`src/verilog/trip_pkg.sv`:
```
// Purpose: Shared constants for the drive protection and trip logic.
// Assumes: 100 MHz control clock, 32-bit classic Wishbone register port.
// Notes: Byte offsets are word aligned; unmapped reads return zero.
package trip_pkg;
    localparam logic [7:0] OFS_CTRL = 8'h00;
    localparam logic [7:0] OFS_IN_FUNC = 8'h04;
    localparam logic [7:0] OFS_OUT_FUNC = 8'h08;
    localparam logic [7:0] OFS_QUAL_TIME = 8'h0C;
    localparam logic [7:0] OFS_V_MIN = 8'h10;
    localparam logic [7:0] OFS_I_MIN = 8'h14;
    localparam logic [7:0] OFS_STATUS = 8'h18;
    localparam logic [7:0] OFS_IRQ_STAT = 8'h1C;
    localparam logic [7:0] OFS_IRQ_MASK = 8'h20;
    // CTRL and other register field positions, and the function field width.
    localparam int CTRL_PHASE_EN = 0;
    localparam int CTRL_EXT_IO = 1;
    localparam int CTRL_DET_LO = 2;
    localparam int CTRL_ACT_LO = 4;
    localparam int CTRL_CLEAR = 6;
    localparam int CTRL_COMBINED = 7;
    localparam int FUNC_W = 5;
    localparam int OUT2_LO = 8;
    localparam int AUX_MIN_LO = 16;
    // Reset values.
    localparam logic [7:0] CTRL_RST = 8'h00;
    localparam logic [4:0] IN1_FUNC_RST = 5'h00;
    localparam logic [4:0] IN2_FUNC_RST = 5'h00;
    localparam logic [4:0] IN3_FUNC_RST = 5'h00;
    localparam logic [4:0] IN4_FUNC_RST = 5'h03;
    localparam logic [4:0] IN5_FUNC_RST = 5'h04;
    localparam logic [4:0] OUT_FUNC_RST = 5'h11;
    localparam logic [10:0] QUAL_TIME_RST = 11'h00A;
    localparam logic [10:0] QUAL_TIME_MIN = 11'h001;
    localparam logic [10:0] QUAL_TIME_MAX = 11'h4B0;
    localparam logic [11:0] MIN_POINT_RST = 12'h000;
    // Function codes and limits.
    localparam logic [4:0] IN_FUNC_MAX = 5'h1B;
    localparam logic [4:0] FUNC_EXT_NO = 5'h12;
    localparam logic [4:0] FUNC_EXT_NC = 5'h13;
    localparam logic [4:0] OUT_FUNC_MAX = 5'h13;
    localparam logic [4:0] OUT_OVERLOAD = 5'h06;
    localparam logic [4:0] OUT_CMD_LOSS = 5'h0B;
    localparam logic [1:0] DET_OFF = 2'h0;
    localparam logic [1:0] DET_HALF = 2'h1;
    localparam logic [1:0] ACT_CONTINUE = 2'h0;
    localparam logic [1:0] ACT_COAST = 2'h1;
    localparam logic [1:0] ACT_DECEL = 2'h2;
    // Trip cause bit positions, shared by status and interrupt registers.
    localparam int CAUSE_PHASE = 0;
    localparam int CAUSE_EXT_NO = 1;
    localparam int CAUSE_EXT_NC = 2;
    localparam int CAUSE_OVERLOAD = 3;
    localparam int CAUSE_CMD_LOSS = 4;
    localparam int CAUSE_W = 5;
    // Timing.
    localparam int CLK_PERIOD_NS = 10;
    localparam int QUAL_TICK_MS = 100;
    localparam int QUAL_TICK_CYC = QUAL_TICK_MS * 1000000 / CLK_PERIOD_NS;
    localparam int OVL_TICK_MS = 1;
    localparam int OVL_TICK_CYC = OVL_TICK_MS * 1000000 / CLK_PERIOD_NS;
    localparam int OVL_BUDGET = 6000;
endpackage

```
`src/verilog/drive_protection_trip_logic.sv`:
```
// Purpose: Protection and trip logic of a motor drive with a Wishbone register port.
// Assumes: All inputs synchronous to clk_i; dig_in_i high means contact closed to common.
// Notes: Trip causes latch until a clear is written and the cause has gone; a closed-contact trip also needs its input to keep that function.
//
// Design decisions made here: the Wishbone interface to the registers and the placing of the registers.
`timescale 1ns/10ps
`default_nettype none
module drive_protection_trip_logic #(
    parameter int QUAL_TICK = trip_pkg::QUAL_TICK_CYC,
    parameter int OVL_TICK = trip_pkg::OVL_TICK_CYC
) (
    input wire logic clk_i,
    input wire logic sys_rst_i,
    input wire logic wb_cyc_i,
    input wire logic wb_stb_i,
    input wire logic wb_we_i,
    input wire logic [7:0] wb_adr_i,
    input wire logic [3:0] wb_sel_i,
    input wire logic [31:0] wb_dat_i,
    output logic [31:0] wb_dat_o,
    output logic wb_ack_o,
    input wire logic [2:0] phase_open_i,
    input wire logic [4:0] dig_in_i,
    input wire logic [7:0] overload_excess_i,
    input wire logic [11:0] voltage_analog_input_i,
    input wire logic [11:0] aux_voltage_input_i,
    input wire logic [11:0] current_analog_input_i,
    output logic output_block_o,
    output logic decel_stop_o,
    output logic relay_o,
    output logic output2_o,
    output logic irq_o
);
    logic [7:0] ctrl_r;
    logic [4:0] in_func_r [5];
    logic [4:0] relay_func_r;
    logic [4:0] out2_func_r;
    logic [10:0] qual_time_r;
    logic [11:0] v_min_r;
    logic [11:0] aux_min_r;
    logic [11:0] i_min_r;
    logic [4:0] cause_r;
    logic [4:0] irq_stat_r;
    logic [4:0] irq_mask_r;
    logic [2:0] nc_src_r;
    logic [31:0] qual_tick_r;
    logic [10:0] qual_cnt_r;
    logic cmd_loss_det_r;
    logic [31:0] ovl_tick_r;
    logic [19:0] ovl_acc_r;
    logic ack_r;
    logic [31:0] rdata_r;

    wire req = wb_cyc_i && wb_stb_i && !ack_r;
    wire wr = req && wb_we_i && (wb_sel_i == 4'hF);
    wire wr_ctrl = wr && (wb_adr_i == trip_pkg::OFS_CTRL);
    wire wr_in = wr && (wb_adr_i == trip_pkg::OFS_IN_FUNC);
    wire wr_out = wr && (wb_adr_i == trip_pkg::OFS_OUT_FUNC);
    wire wr_qual = wr && (wb_adr_i == trip_pkg::OFS_QUAL_TIME);
    wire wr_vmin = wr && (wb_adr_i == trip_pkg::OFS_V_MIN);
    wire wr_imin = wr && (wb_adr_i == trip_pkg::OFS_I_MIN);
    wire wr_istat = wr && (wb_adr_i == trip_pkg::OFS_IRQ_STAT);
    wire wr_imask = wr && (wb_adr_i == trip_pkg::OFS_IRQ_MASK);
    wire clear_req = wr_ctrl && wb_dat_i[trip_pkg::CTRL_CLEAR];

    wire phase_en = ctrl_r[trip_pkg::CTRL_PHASE_EN];
    wire ext_io = ctrl_r[trip_pkg::CTRL_EXT_IO];
    wire [1:0] det_mode = ctrl_r[trip_pkg::CTRL_DET_LO +: 2];
    wire [1:0] loss_act = ctrl_r[trip_pkg::CTRL_ACT_LO +: 2];
    wire combined = ctrl_r[trip_pkg::CTRL_COMBINED];

    // Per-input external trip detection.
    logic [4:0] in_live;
    logic [4:0] no_hit;
    logic [4:0] nc_hit;
    genvar g;
    generate
        for (g = 0; g < 5; g++) begin : g_in
            assign in_live[g] = (g < 3) || ext_io;
            assign no_hit[g] = in_live[g] && (in_func_r[g] == trip_pkg::FUNC_EXT_NO)
                && dig_in_i[g];
            assign nc_hit[g] = in_live[g] && (in_func_r[g] == trip_pkg::FUNC_EXT_NC)
                && !dig_in_i[g];
        end
    endgenerate

    logic [2:0] nc_first;
    always_comb begin
        nc_first = 3'h0;
        for (int k = 4; k >= 0; k--) begin
            if (nc_hit[k]) begin
                nc_first = 3'(k);
            end
        end
    end

    // The closed-contact trip may only clear once its own contact is closed again
    // and the input still carries that function.
    wire nc_clear_ok = dig_in_i[nc_src_r] && (in_func_r[nc_src_r] == trip_pkg::FUNC_EXT_NC);

    // Command loss condition.
    wire [11:0] v_thr = (det_mode == trip_pkg::DET_HALF) ? (v_min_r >> 1) : v_min_r;
    wire [11:0] a_thr = (det_mode == trip_pkg::DET_HALF) ? (aux_min_r >> 1) : aux_min_r;
    wire [11:0] i_thr = (det_mode == trip_pkg::DET_HALF) ? (i_min_r >> 1) : i_min_r;
    wire loss_single = voltage_analog_input_i < v_thr;
    wire loss_comb = (aux_voltage_input_i < a_thr) || (current_analog_input_i < i_thr);
    wire loss_cond = (det_mode != trip_pkg::DET_OFF) && (combined ? loss_comb : loss_single);
    wire qual_tick_end = qual_tick_r == 32'(QUAL_TICK - 1);
    wire loss_qualified = loss_cond && (qual_cnt_r >= qual_time_r);

    // Overload accumulator: larger excess fills the budget sooner.
    wire ovl_tick_end = ovl_tick_r == 32'(OVL_TICK - 1);
    wire [19:0] ovl_sum = ovl_acc_r + 20'(overload_excess_i);
    wire ovl_trip = ovl_acc_r >= 20'(trip_pkg::OVL_BUDGET);

    // Trip causes raised this cycle.
    logic [4:0] cause_set;
    assign cause_set[trip_pkg::CAUSE_PHASE] = phase_en && (phase_open_i != 3'h0);
    assign cause_set[trip_pkg::CAUSE_EXT_NO] = |no_hit;
    assign cause_set[trip_pkg::CAUSE_EXT_NC] = |nc_hit;
    assign cause_set[trip_pkg::CAUSE_OVERLOAD] = ovl_trip;
    assign cause_set[trip_pkg::CAUSE_CMD_LOSS] = cmd_loss_det_r
        && (loss_act != trip_pkg::ACT_CONTINUE);

    logic [4:0] cause_clr;
    assign cause_clr[trip_pkg::CAUSE_PHASE] = clear_req;
    assign cause_clr[trip_pkg::CAUSE_EXT_NO] = clear_req;
    assign cause_clr[trip_pkg::CAUSE_EXT_NC] = clear_req && nc_clear_ok;
    assign cause_clr[trip_pkg::CAUSE_OVERLOAD] = clear_req;
    assign cause_clr[trip_pkg::CAUSE_CMD_LOSS] = clear_req;
    // Set wins over clear, so a cause still present survives the clear.
    wire [4:0] cause_nxt = cause_set | (cause_r & ~cause_clr);
    wire [4:0] cause_rise = cause_nxt & ~cause_r;

    wire cmd_trip = cause_nxt[trip_pkg::CAUSE_CMD_LOSS];
    wire block_nxt = (|cause_nxt[trip_pkg::CAUSE_OVERLOAD:trip_pkg::CAUSE_PHASE])
        || (cmd_trip && (loss_act == trip_pkg::ACT_COAST))
        || (cmd_trip && output_block_o && !clear_req);
    wire decel_nxt = cmd_trip && (loss_act == trip_pkg::ACT_DECEL);

    wire ovl_flag = cause_nxt[trip_pkg::CAUSE_OVERLOAD];
    wire relay_nxt = ((relay_func_r == trip_pkg::OUT_OVERLOAD) && ovl_flag)
        || ((relay_func_r == trip_pkg::OUT_CMD_LOSS) && loss_qualified);
    wire out2_nxt = ((out2_func_r == trip_pkg::OUT_OVERLOAD) && ovl_flag)
        || ((out2_func_r == trip_pkg::OUT_CMD_LOSS) && loss_qualified);

    wire [4:0] istat_nxt = cause_rise | (irq_stat_r & ~(wr_istat ? wb_dat_i[4:0] : 5'h00));

    // Written values outside the legal range are ignored field by field.
    wire [4:0] wf [5];
    generate
        for (g = 0; g < 5; g++) begin : g_wf
            assign wf[g] = wb_dat_i[g*trip_pkg::FUNC_W +: trip_pkg::FUNC_W];
        end
    endgenerate
    wire [4:0] w_relay = wb_dat_i[4:0];
    wire [4:0] w_out2 = wb_dat_i[trip_pkg::OUT2_LO +: 5];
    wire [10:0] w_qual = wb_dat_i[10:0];
    wire qual_ok = (w_qual >= trip_pkg::QUAL_TIME_MIN) && (w_qual <= trip_pkg::QUAL_TIME_MAX);

    logic [31:0] rd_mux;
    always_comb begin
        rd_mux = 32'h0000_0000;
        case (wb_adr_i)
            trip_pkg::OFS_CTRL: rd_mux = {24'h000000, 1'b0, ctrl_r[6:0] & 7'h3F}
                | {24'h000000, ctrl_r[7], 7'h00};
            trip_pkg::OFS_IN_FUNC: rd_mux = {7'h00, in_func_r[4], in_func_r[3],
                in_func_r[2], in_func_r[1], in_func_r[0]};
            trip_pkg::OFS_OUT_FUNC: rd_mux = {19'h00000, out2_func_r, 3'h0, relay_func_r};
            trip_pkg::OFS_QUAL_TIME: rd_mux = {21'h000000, qual_time_r};
            trip_pkg::OFS_V_MIN: rd_mux = {4'h0, aux_min_r, 4'h0, v_min_r};
            trip_pkg::OFS_I_MIN: rd_mux = {20'h00000, i_min_r};
            trip_pkg::OFS_STATUS: rd_mux = {16'h0000, 5'h00, nc_src_r, 3'h0, cmd_loss_det_r,
                decel_stop_o, output_block_o, 1'b0, 1'b0} << 0 | {27'h0000000, cause_r};
            trip_pkg::OFS_IRQ_STAT: rd_mux = {27'h0000000, irq_stat_r};
            trip_pkg::OFS_IRQ_MASK: rd_mux = {27'h0000000, irq_mask_r};
            default: rd_mux = 32'h0000_0000;
        endcase
    end

    // Bus answer, one cycle after the request is seen.
    always_ff @(posedge clk_i or posedge sys_rst_i) begin
        if (sys_rst_i) begin
            ack_r <= 1'b0;
            rdata_r <= 32'h0000_0000;
        end else begin
            ack_r <= req;
            rdata_r <= req ? rd_mux : 32'h0000_0000;
        end
    end
    assign wb_ack_o = ack_r;
    assign wb_dat_o = rdata_r;

    // Configuration registers.
    always_ff @(posedge clk_i or posedge sys_rst_i) begin
        if (sys_rst_i) begin
            ctrl_r <= trip_pkg::CTRL_RST;
            relay_func_r <= trip_pkg::OUT_FUNC_RST;
            out2_func_r <= trip_pkg::OUT_FUNC_RST;
            qual_time_r <= trip_pkg::QUAL_TIME_RST;
            v_min_r <= trip_pkg::MIN_POINT_RST;
            aux_min_r <= trip_pkg::MIN_POINT_RST;
            i_min_r <= trip_pkg::MIN_POINT_RST;
            irq_mask_r <= 5'h00;
        end else begin
            if (wr_ctrl) begin
                ctrl_r <= wb_dat_i[7:0] & 8'hBF;
            end
            if (wr_out && (w_relay <= trip_pkg::OUT_FUNC_MAX)) begin
                relay_func_r <= w_relay;
            end
            if (wr_out && (w_out2 <= trip_pkg::OUT_FUNC_MAX)) begin
                out2_func_r <= w_out2;
            end
            if (wr_qual && qual_ok) begin
                qual_time_r <= w_qual;
            end
            if (wr_vmin) begin
                v_min_r <= wb_dat_i[11:0];
                aux_min_r <= wb_dat_i[trip_pkg::AUX_MIN_LO +: 12];
            end
            if (wr_imin) begin
                i_min_r <= wb_dat_i[11:0];
            end
            if (wr_imask) begin
                irq_mask_r <= wb_dat_i[4:0];
            end
        end
    end

    // Input function selectors.
    localparam logic [4:0] IN_RST [5] = '{trip_pkg::IN1_FUNC_RST, trip_pkg::IN2_FUNC_RST,
        trip_pkg::IN3_FUNC_RST, trip_pkg::IN4_FUNC_RST, trip_pkg::IN5_FUNC_RST};
    generate
        for (g = 0; g < 5; g++) begin : g_func
            always_ff @(posedge clk_i or posedge sys_rst_i) begin
                if (sys_rst_i) begin
                    in_func_r[g] <= IN_RST[g];
                end else if (wr_in && (wf[g] <= trip_pkg::IN_FUNC_MAX)) begin
                    in_func_r[g] <= wf[g];
                end
            end
        end
    endgenerate

    // Loss qualification timer in tenths of a second.
    always_ff @(posedge clk_i or posedge sys_rst_i) begin
        if (sys_rst_i) begin
            qual_tick_r <= 32'h0000_0000;
            qual_cnt_r <= 11'h000;
            cmd_loss_det_r <= 1'b0;
        end else begin
            if (!loss_cond) begin
                qual_tick_r <= 32'h0000_0000;
                qual_cnt_r <= 11'h000;
            end else if (qual_tick_end) begin
                qual_tick_r <= 32'h0000_0000;
                if (qual_cnt_r < qual_time_r) begin
                    qual_cnt_r <= qual_cnt_r + 11'h001;
                end
            end else begin
                qual_tick_r <= qual_tick_r + 32'h0000_0001;
            end
            cmd_loss_det_r <= loss_qualified;
        end
    end

    // Overload accumulator.
    always_ff @(posedge clk_i or posedge sys_rst_i) begin
        if (sys_rst_i) begin
            ovl_tick_r <= 32'h0000_0000;
            ovl_acc_r <= 20'h00000;
        end else begin
            ovl_tick_r <= ovl_tick_end ? 32'h0000_0000 : ovl_tick_r + 32'h0000_0001;
            if (overload_excess_i == 8'h00) begin
                ovl_acc_r <= 20'h00000;
            end else if (ovl_tick_end && !ovl_trip) begin
                ovl_acc_r <= ovl_sum;
            end
        end
    end

    // Trip latches, interrupts and outputs.
    always_ff @(posedge clk_i or posedge sys_rst_i) begin
        if (sys_rst_i) begin
            cause_r <= 5'h00;
            nc_src_r <= 3'h0;
            irq_stat_r <= 5'h00;
            output_block_o <= 1'b0;
            decel_stop_o <= 1'b0;
            relay_o <= 1'b0;
            output2_o <= 1'b0;
            irq_o <= 1'b0;
        end else begin
            cause_r <= cause_nxt;
            if (cause_set[trip_pkg::CAUSE_EXT_NC] && !cause_r[trip_pkg::CAUSE_EXT_NC]) begin
                nc_src_r <= nc_first;
            end
            irq_stat_r <= istat_nxt;
            output_block_o <= block_nxt;
            decel_stop_o <= decel_nxt;
            relay_o <= relay_nxt;
            output2_o <= out2_nxt;
            irq_o <= |(istat_nxt & irq_mask_r);
        end
    end
endmodule
`default_nettype wire

```
`config.mk`:
```
export PLATFORM = sky130hd
export DESIGN_NAME = drive_protection_trip_logic
export DESIGN_NICKNAME = d
export VERILOG_FILES = /design/src/verilog/trip_pkg.sv /design/src/verilog/drive_protection_trip_logic.sv
export SDC_FILE = /design/constraint.sdc
export NUM_CORES = 1
export LEC_CHECK = 0
export BUFFER_PORTS_ARGS = -buffer_cell sky130_fd_sc_hd__buf_4
export CAP_MARGIN = 20
export CORE_MARGIN = 2
export CORE_UTILIZATION = 59
export CTS_CLUSTER_DIAMETER = 50
export DETAILED_ROUTE_END_ITERATION = 8
export PLACE_DENSITY = 0.86
export SLEW_MARGIN = 20
export SYNTH_ARGS = -nofsm -noshare
export SYNTH_HDL_FRONTEND = slang
export SYNTH_SLANG_ARGS = --single-unit
```
`constraint.sdc`:
```
create_clock -name clk_i -period 10.36 [get_ports clk_i]
set_clock_uncertainty 0.2 [all_clocks]
set_input_delay 2.59 -clock clk_i [delete_from_list [all_inputs] [get_ports clk_i]]
set_output_delay 2.59 -clock clk_i [all_outputs]
set_load 0.005 [all_outputs]
```
; ---- After elaboration in Yosys (flattened, before gate mapping)
; Index checks and enable logic that the tools add are counted.
[totals]
ff_bits = 241
output_inout_bits = 38
[op_classes]
addsub = 4
n_lt_le_gt_ge = 17
eq_ne = 31
mux = 25
bitwise_logic = 12
n_reduce_logical = 77
[ops]
columns = op, n
row1 = $pmux W28 S9, 1
row2 = $mux W32, 4
row3 = $add A32 B1 Y32 const B, 2
row4 = $eq A5 B5 Y1 const B, 11
row5 = $logic_and A1 B1 Y1, 52
row6 = $mux W20, 2
row7 = $lt A12 B12 Y1, 3
row8 = $mux W12, 3
row9 = $le A5 B5 Y1 const B, 7
row10 = $mux W11, 3
row11 = $eq A32 B17 Y1 const B, 1
row12 = $eq A32 B24 Y1 const B, 1
row13 = $eq A8 B5 Y1 const B, 4
row14 = $add A20 B8 Y20, 1
row15 = $and A5 B5 Y5, 4
row16 = $ge A20 B13 Y1 const B, 1
row17 = $eq A8 B4 Y1 const B, 2
row18 = $logic_not A8 Y1, 2
row19 = $bmux W5 S3, 1
row20 = $mux W3, 5
row21 = $mux W5, 3
row22 = $not A5 Y5, 3
row23 = $reduce_or A5 Y1, 3
row24 = $add A11 B1 Y11 const B, 1
row25 = 26 further kinds, 46

; ---- Depth between registers and ports, before layout
; Gate-level depths: netlist of run 1.
[depth]
depth_word = 14
depth_mapped = 13

; ---- Worst setup path before layout of run 1
; OpenSTA, ideal clock, no wires.
[synth_path]
path_kind = input to register
startpoint = input port overload_excess_i[0]
endpoint = register ovl_acc_r[10]
setup_time_ps = 129
arrival_ps = 4538
setup_slack_ps = 5493
path_stages = 9
n_path_buf = 0
path_cell_list = ha_1 fa_1 a21oi_1 o21ai_1 a2111oi_0 nor4b_4 nand3_1 xor2_1 nor2_2
[synth_between]
elab_chain_cells = 3
word_cells_on_any_way = 5
cone_classes = add/sub (1) / mux (2) / reduce/logical (2)
[synth_lines]
columns = element, line_no
row1 = "start, declared", drive_protection_trip_logic.sv:24  ; input wire logic [7:0] overload_excess_i,
row2 = $add A20 B8 Y20, drive_protection_trip_logic.sv:113  ; wire [19:0] ovl_sum = ovl_acc_r + 20'(overload_excess_i);
row3 = $mux W20, drive_protection_trip_logic.sv:277  ; end else if (ovl_tick_end && !ovl_trip) begin
row4 = $mux W20, drive_protection_trip_logic.sv:275  ; if (overload_excess_i == 8'h00) begin
row5 = "end signal, assigned", drive_protection_trip_logic.sv:278  ; ovl_acc_r <= ovl_sum;
row6 = "end, declared", drive_protection_trip_logic.sv:50  ; logic [19:0] ovl_acc_r;
; Parallel ways exist; a longest one is shown, timed or not. The select of a mux whose other input is x is not followed.
; A chain may end at the register's enable or synchronous reset.

; ---- Final worst setup path of run 1
[layout_path]
startpoint = input port wb_adr_i[5]
endpoint = register v_min_r[0]
[layout_between]
elab_chain_cells = 2
[layout_lines]
columns = element, line_no
row1 = "start, declared", drive_protection_trip_logic.sv:17  ; input wire logic [7:0] wb_adr_i,
row2 = $eq A8 B5 Y1, drive_protection_trip_logic.sv:60  ; wire wr_vmin = wr && (wb_adr_i == trip_pkg::OFS_V_MIN);
row3 = $logic_and A1 B1 Y1, drive_protection_trip_logic.sv:60
row4 = "end signal, assigned", drive_protection_trip_logic.sv:201  ; v_min_r <= trip_pkg::MIN_POINT_RST;
row5 = "end signal, assigned", drive_protection_trip_logic.sv:219  ; v_min_r <= wb_dat_i[11:0];
row6 = "end, declared", drive_protection_trip_logic.sv:39  ; logic [11:0] v_min_r;
; Every way passes these cells.

==> qor.txt, run 1 <==
Slew HR = 31.3%
Post-DR vias/cell = 6.27
Final setup viols = 0
Final Non-Filler Cells = 1598
# clock sinks = 237
Hold Buf Count CTS = 0
Status = completed
RSZ-0062 raised after global routing = no
Largest fanout on the critical path = 24
Vias in the first global route = 9749
Sw Share = 23.0%
Grt ovf = 0
Mean Syn Cell Area = 10.5 um2
Synthesis warning total = 0
Count of cell types in the netlist = 79
Area of the die = 22400 um2
Number of setup buffers added after CTS = 0
Data required, critical path = 10.57 ns
CTS root buf = clkbuf_16
DR WL/cell = 19.4 um
Dpl cells = 1548
Worst-Margin Slew = 1.02 ns
Pre-antenna DRT Iters = 8
Final slew viol count = 0
Die X = 150 um
Pint = 1.52 mW
Placed cell areas = 13700 um2
Num ports = 139
CP top delay family = simple AND/OR/NAND/NOR gates
Peak VDD IR = 0.117 mV
P&R area growth vs syn = 16.6%
Highest-count cells in the layout ignoring fill and taps = 228 x dfrtp_1, 136 x buf_4, 112 x nor2_1
Combinational share of power = 5.2%
Post-DP HPWL = 21.7 mm
Achievable Freq = 195 MHz
CTS clk-pin slew, worst paths = 0.06 ns
Fin Setup TNS = 0 ns
# nets final = 1459
Post-synth ARST share = 100%
Worst stage delay on the critical path = 0.90 ns
Antenna Cells = 0
First-pass GRT wire length = 49.6 mm
CP Buf/Inv Count = 1
Post-route ant nets = 0
Site Rows = 53
CTS resizes = 0
Worst Path Arrival = 5.34 ns
Worst hold path class = register to register
Register share of total power = 47.1%
EDFF count, synth = 0
Detailed Route Iter0 Violations = 988
Slowest CP cell = and3_1
WL final = 31.1 mm
CTS H-tree depth = 1
Post-Syn Area = 12500 um2
WHS = 0.296 ns
Primary FF master, synth = dfrtp_1
Share of cells above drive strength 1 = 18.0%
Placer Congestion = 0.918
PwrDens = 136 nW/um2
Tcrit/Tclk final = 49.5%
Core ar. = 20900 um2
Flops & latches, synth = 237
Die height = 150 um
Max clock buf depth = 3
Clock Latency Late Sink = 0.54 ns
Commonest non-fill, non-tap cell in the layout = dfrtp_1
Max-cap viol count = 0
Crit-path cells = buf_4 -> nor3_1 -> and3_1 -> and2_2 -> mux2_2
Sequential fraction of the synthesis area = 47.6%
CTS Buf Count = 27
Crit. End Element = register
Critical path class = primary input to register
Starting density of the core = 59.8%
Switching Power = 454 uW
Clk pwr share = 47.7%
Final min period = 5.13 ns
Final instance area = 14600 um2
Syn Inst Count = 1185
Final hold viol count = 0
CTS tree = built
IO buf count = 130
Post-route DRC = 0
Routed via count = 10000
Leak pwr = 6.91 nW
Largest net degree at the start of global routing = 155
Initial antenna violation count = 0
GRT Overall Usage = 27.8%
Startpoint Class = primary input
==> through the flow <==
step                      utilization, %  power, mW  setup slack [ns]
after detailed placement            65.4       1.05              4.85
after global routing                69.7       2.04              5.17
after CTS                           69.7       1.98              5.37
after global placement              65.4       1.05              4.50
final                               69.7       1.97              5.23
after floorplan                        -      0.999              1.08
==> Yosys cell counts (31+ instances only) <==
master,n,area (um2)
nor2_1,113,424
a21oi_1,63,315
clkbuf_1,34,128
dfrtp_1,228,5710
nand4_1,32,200
xor2_1,42,368
mux2i_1,41,410
nand3_1,34,170
xnor2_1,31,272
mux2_1,49,552
ha_1,55,688
nand2_1,83,312
==> layer usage <==
layer  GRT usage, %  routed length [um]
met4           11.8                1260
met3           4.94                2830
met1           37.2               12500
met2           44.9               14500
met5              0                   0
==> worst paths after layout <==
kind	endpoint	slack, ns	start	cells after the start
worst max register to register	relay_o	6.39	ctrl_r[3]	12
worst min-delay path	ovl_tick_r[0]	0.30	ovl_tick_r[0]	1
min in group asynchronous	qual_tick_r[3]	1.94	sys_rst_i	2
max in group asynchronous	wb_dat_o[26]	6.70	sys_rst_i	3
worst max-delay path	v_min_r[0]	5.23	wb_adr_i[5]	5
worst min register to register	ovl_tick_r[0]	0.30	ovl_tick_r[0]	1
==> flip-flops by register name, summed over array words and instances, names as in the netlist <==
name / cells
relay_func_r: 5
irq_mask_r: 5
in_func_r: 25
relay_o: 1
irq_stat_r: 5
wb_ack_o: 1
nc_src_r: 3
ctrl_r: 7
qual_time_r: 11
cmd_loss_det_r: 1
out2_func_r: 5
ovl_acc_r: 20
qual_tick_r: 32
v_min_r: 12
irq_o: 1
qual_cnt_r: 11
ovl_tick_r: 32
i_min_r: 12
output_block_o: 1
output2_o: 1
aux_min_r: 12
wb_dat_o: 28
decel_stop_o: 1
cause_r: 5
==> cell type report <==
type | count | area (um2)
well taps | 275 | 344
fillers | 1436 | 6320
clock inverters | 13 | 134
repair buffers | 137 | 1030
flip-flops and latches | 237 | 5940
inverters | 26 | 110
multi-input cells | 873 | 6240
clock buffers | 37 | 763
==> cells by family after synthesis <==
| family | synth area share (%) |
|---|---|
| AOI/OAI and AO/OA | 11.8 |
| xor gates and xnor gates | 5.12 |
| adders and majority gates | 5.67 |
| buffers and inverters | 2.64 |
| DFF | 47.6 |
| muxes | 9.95 |
| other | 0.0300 |
| and+or+nand+nor | 17.3 |
==> power groups by stage <==
| stage | logic (mW) | registers, mW | clock network [mW] |
|---|---|---|---|
| after detailed placement | 0.101 | 0.947 | 0 |
| after CTS | 0.102 | 0.930 | 0.952 |
| after global placement | 0.0992 | 0.947 | 0 |
| after floorplan | 0.0520 | 0.947 | 0 |
| after global routing | 0.115 | 0.930 | 0.997 |
| final | 0.103 | 0.930 | 0.941 |
==> worst reg2reg max path, cell delays in order, from the launching register on <==
cell and delay (ns):
dfrtp_1 0.47, nand2b_2 0.35, buf_4 0.45, mux2i_1 0.26, ha_1 0.27, a21oi_1 0.15
nor2_1 0.06, a2111oi_0 0.33, o21ai_0 0.17, o22ai_1 0.24, nand3_1 0.11, buf_4 0.29
o31ai_1 0.48
No activity file was read; power rests on OpenSTA's default activity.
==> run 2, diff against run 1 <==
==> constraint.sdc (replaced) <==
create_clock -name clk_i -period 4.8 [get_ports clk_i]
set_clock_uncertainty 0.2 [all_clocks]
set_input_delay 1.2 -clock clk_i [delete_from_list [all_inputs] [get_ports clk_i]]
set_output_delay 1.2 -clock clk_i [all_outputs]
set_load 0.005 [all_outputs]
==> run 2 against run 1 <==
Sequential share of layout area fell by 0.13 points. Core utilization grew 0.22 points. Hold slack gained 0.0058 ns. Final cell count grew 0.19%. Wire length increased by 2.2%. Count of clock-buffer cells in the layout decreased by 3. First-iteration DRC count decreased by 27%. Setup slack got worse by 4.3 ns. Power grew 120%. Critical path depth grew 7.
==> qor.txt, run 2 (synthesized netlist as in run 1, its figures left out) <==
Placed cell areas = 13700 um2 (about the same)
# clock sinks = 237 (unchanged)
CTS resizes = 0 (unchanged)
Worst slack, placed = 0.978 ns (was 4.85 ns)
WHS = 0.301 ns (was 0.296 ns)
First-pass GRT wire length = 51.7 mm (was 49.6 mm)
Achievable Freq = 256 MHz
Hold Buf Count CTS = 0 (unchanged)
Site Rows = 53 (unchanged)
RSZ-0062 raised after global routing = no (unchanged)
Placer Congestion = 0.948 (was 0.918)
Leak pwr = 6.95 nW (was 6.91 nW)
Worst-Margin Slew = 1.04 ns (was 1.02 ns)
Post-DP HPWL = 22.5 mm (was 21.7 mm)
Post-route DRC = 0 (unchanged)
Post-DR vias/cell = 6.30 (was 6.27)
Fillcell total = 1514 (was 1436)
Critical path class = register to register (was primary input to register)
Reg2reg start = ctrl_r[3] (unchanged)
Status = completed (unchanged)
Slew HR = 30.3% (was 31.3%)
Highest-count cells in the layout ignoring fill and taps = 228 x dfrtp_1, 144 x buf_4, 113 x nor2_1 (was 228 x dfrtp_1, 136 x buf_4, 112 x nor2_1)
PwrDens = 292 nW/um2 (was 136 nW/um2)
Share of cells above drive strength 1 = 18.1% (was 18.0%)
IO buf count = 130 (unchanged)
Max clock buf depth = 3 (unchanged)
Tcrit/Tclk final = 81.4%
CTS H-tree depth = 1 (unchanged)
Grt ovf = 0 (unchanged)
CTS Buf Count = 25 (was 27)
Core ar. = 20900 um2 (unchanged)
Final hold viol count = 0 (unchanged)
Max-cap viol count = 0 (unchanged)
CTS clk-pin slew, worst paths = 0.06 ns (about the same)
Starting density of the core = 59.8% (unchanged)
Hold Crit Depth = 1 (unchanged)
Final setup viols = 0 (unchanged)
Area of the multi-input gates = 6240 um2 (about the same)
DR WL/cell = 19.8 um (was 19.4 um)
CTS root buf = clkbuf_16 (unchanged)
Startpoint Class = register (was primary input)
Final instance area = 14600 um2 (about the same)
Pwr Total = 4.27 mW (was 1.97 mW)
# nets final = 1466 (was 1459)
R2R depth = 12 (unchanged)
GRT Overall Usage = 28.8% (was 27.8%)
Reg-to-Reg End = relay_o (unchanged)
Initial antenna violation count = 0 (unchanged)
Largest fanout on the critical path = 36 (was 24)
Final worst setup slack = 0.892 ns (was 5.23 ns)
Pre-antenna DRT Iters = 7 (was 8)
Antenna Cells = 0 (unchanged)
Die X = 150 um (unchanged)
Commonest non-fill, non-tap cell in the layout = dfrtp_1 (unchanged)
Vias in the first global route = 10200 (was 9749)
CTS tree = built (unchanged)
Post-route ant nets = 0 (unchanged)
Final slew viol count = 0 (unchanged)
WL final = 31.7 mm (was 31.1 mm)
Dpl cells = 1557 (was 1548)
Endpoint, Worst Hold = ovl_acc_r[19] (was ovl_tick_r[0])
Num ports = 139 (unchanged)
Fin util = 69.9% (was 69.7%)
Worst hold path class = register to register (unchanged)
Data required, critical path = 5.01 ns (was 10.57 ns)
Final min period = 3.91 ns
Min-delay src = ovl_acc_r[19] (was ovl_tick_r[0])
FF/Latch Area = 5940 um2 (unchanged)
Area of the die = 22400 um2 (unchanged)
Routed via count = 10100 (was 10000)
Crit. End Element = register (unchanged)
Clock Latency Late Sink = 0.52 ns (was 0.54 ns)
Final Non-Filler Cells = 1601 (was 1598)
Slack of the worst reg-to-reg path = 0.89 ns (was 6.39 ns)
Worst Path Arrival = 4.12 ns (was 5.34 ns)
Number of setup buffers added after CTS = 0 (unchanged)
Die height = 150 um (unchanged)
Detailed Route Iter0 Violations = 718 (was 988)
P&R area growth vs syn = 16.9% (was 16.6%)
Peak VDD IR = 0.291 mV (was 0.117 mV)
Fin Setup TNS = 0 ns (unchanged)
Largest net degree at the start of global routing = 122 (was 155)
## run 2: worst max-delay path by stage
| stage | start | endpoint | slack [ns] | depth (start not counted) |
|---|---|---|---|---|
| after floorplan | sys_rst_i | aux_min_r[0] | 0.30 | 1 |
| after global placement | overload_excess_i[0] | ovl_acc_r[10] | 1.02 | 10 |
| after detailed placement | overload_excess_i[0] | ovl_acc_r[10] | 0.98 | 10 |
| after CTS | ctrl_r[3] | relay_o | 0.98 | 12 |
| after global routing | ctrl_r[3] | qual_cnt_r[6] | 0.69 | 13 |
| final | ctrl_r[3] | relay_o | 0.89 | 12 |
## run 2: where the power goes
part,switching [mW],internal [mW],total (mW)
logic,0.133,0.0948,0.228
clock network,0.784,1.25,2.03
registers,0.00501,2.00,2.01
## run 2: final cells by class
type	count	share of cell area, %
tap	275	2.35
timing repair buffer	146	7.67
clock buffer	34	4.86
inverter	26	0.694
sequential	237	40.7
multi-input combinational	873	42.7
clock inverter	10	1.08
## run 2: layer usage
| metal | vias to the layer above | global-route usage (%) | part of all wire (%) |
|---|---|---|---|
| li1 | 4604 | - | - |
| met3 | 80 | 4.15 | 7.6 |
| met1 | 4954 | 38.4 | 41 |
| met5 | - | 0 | 0 |
| met4 | 0 | 9.43 | 2.7 |
| met2 | 456 | 48.7 | 49 |
## run 2: critical path, stage by stage, from the launching register on
cell and delay (ns):
dfrtp_1 0.48, nand2b_2 0.57, buf_4 0.41, mux2i_1 0.28, ha_1 0.27, a21oi_1 0.11, o21ai_0 0.14, a211oi_1 0.24
a21oi_1 0.11, o22ai_1 0.22, nand3_1 0.12, buf_4 0.27, o31ai_1 0.34
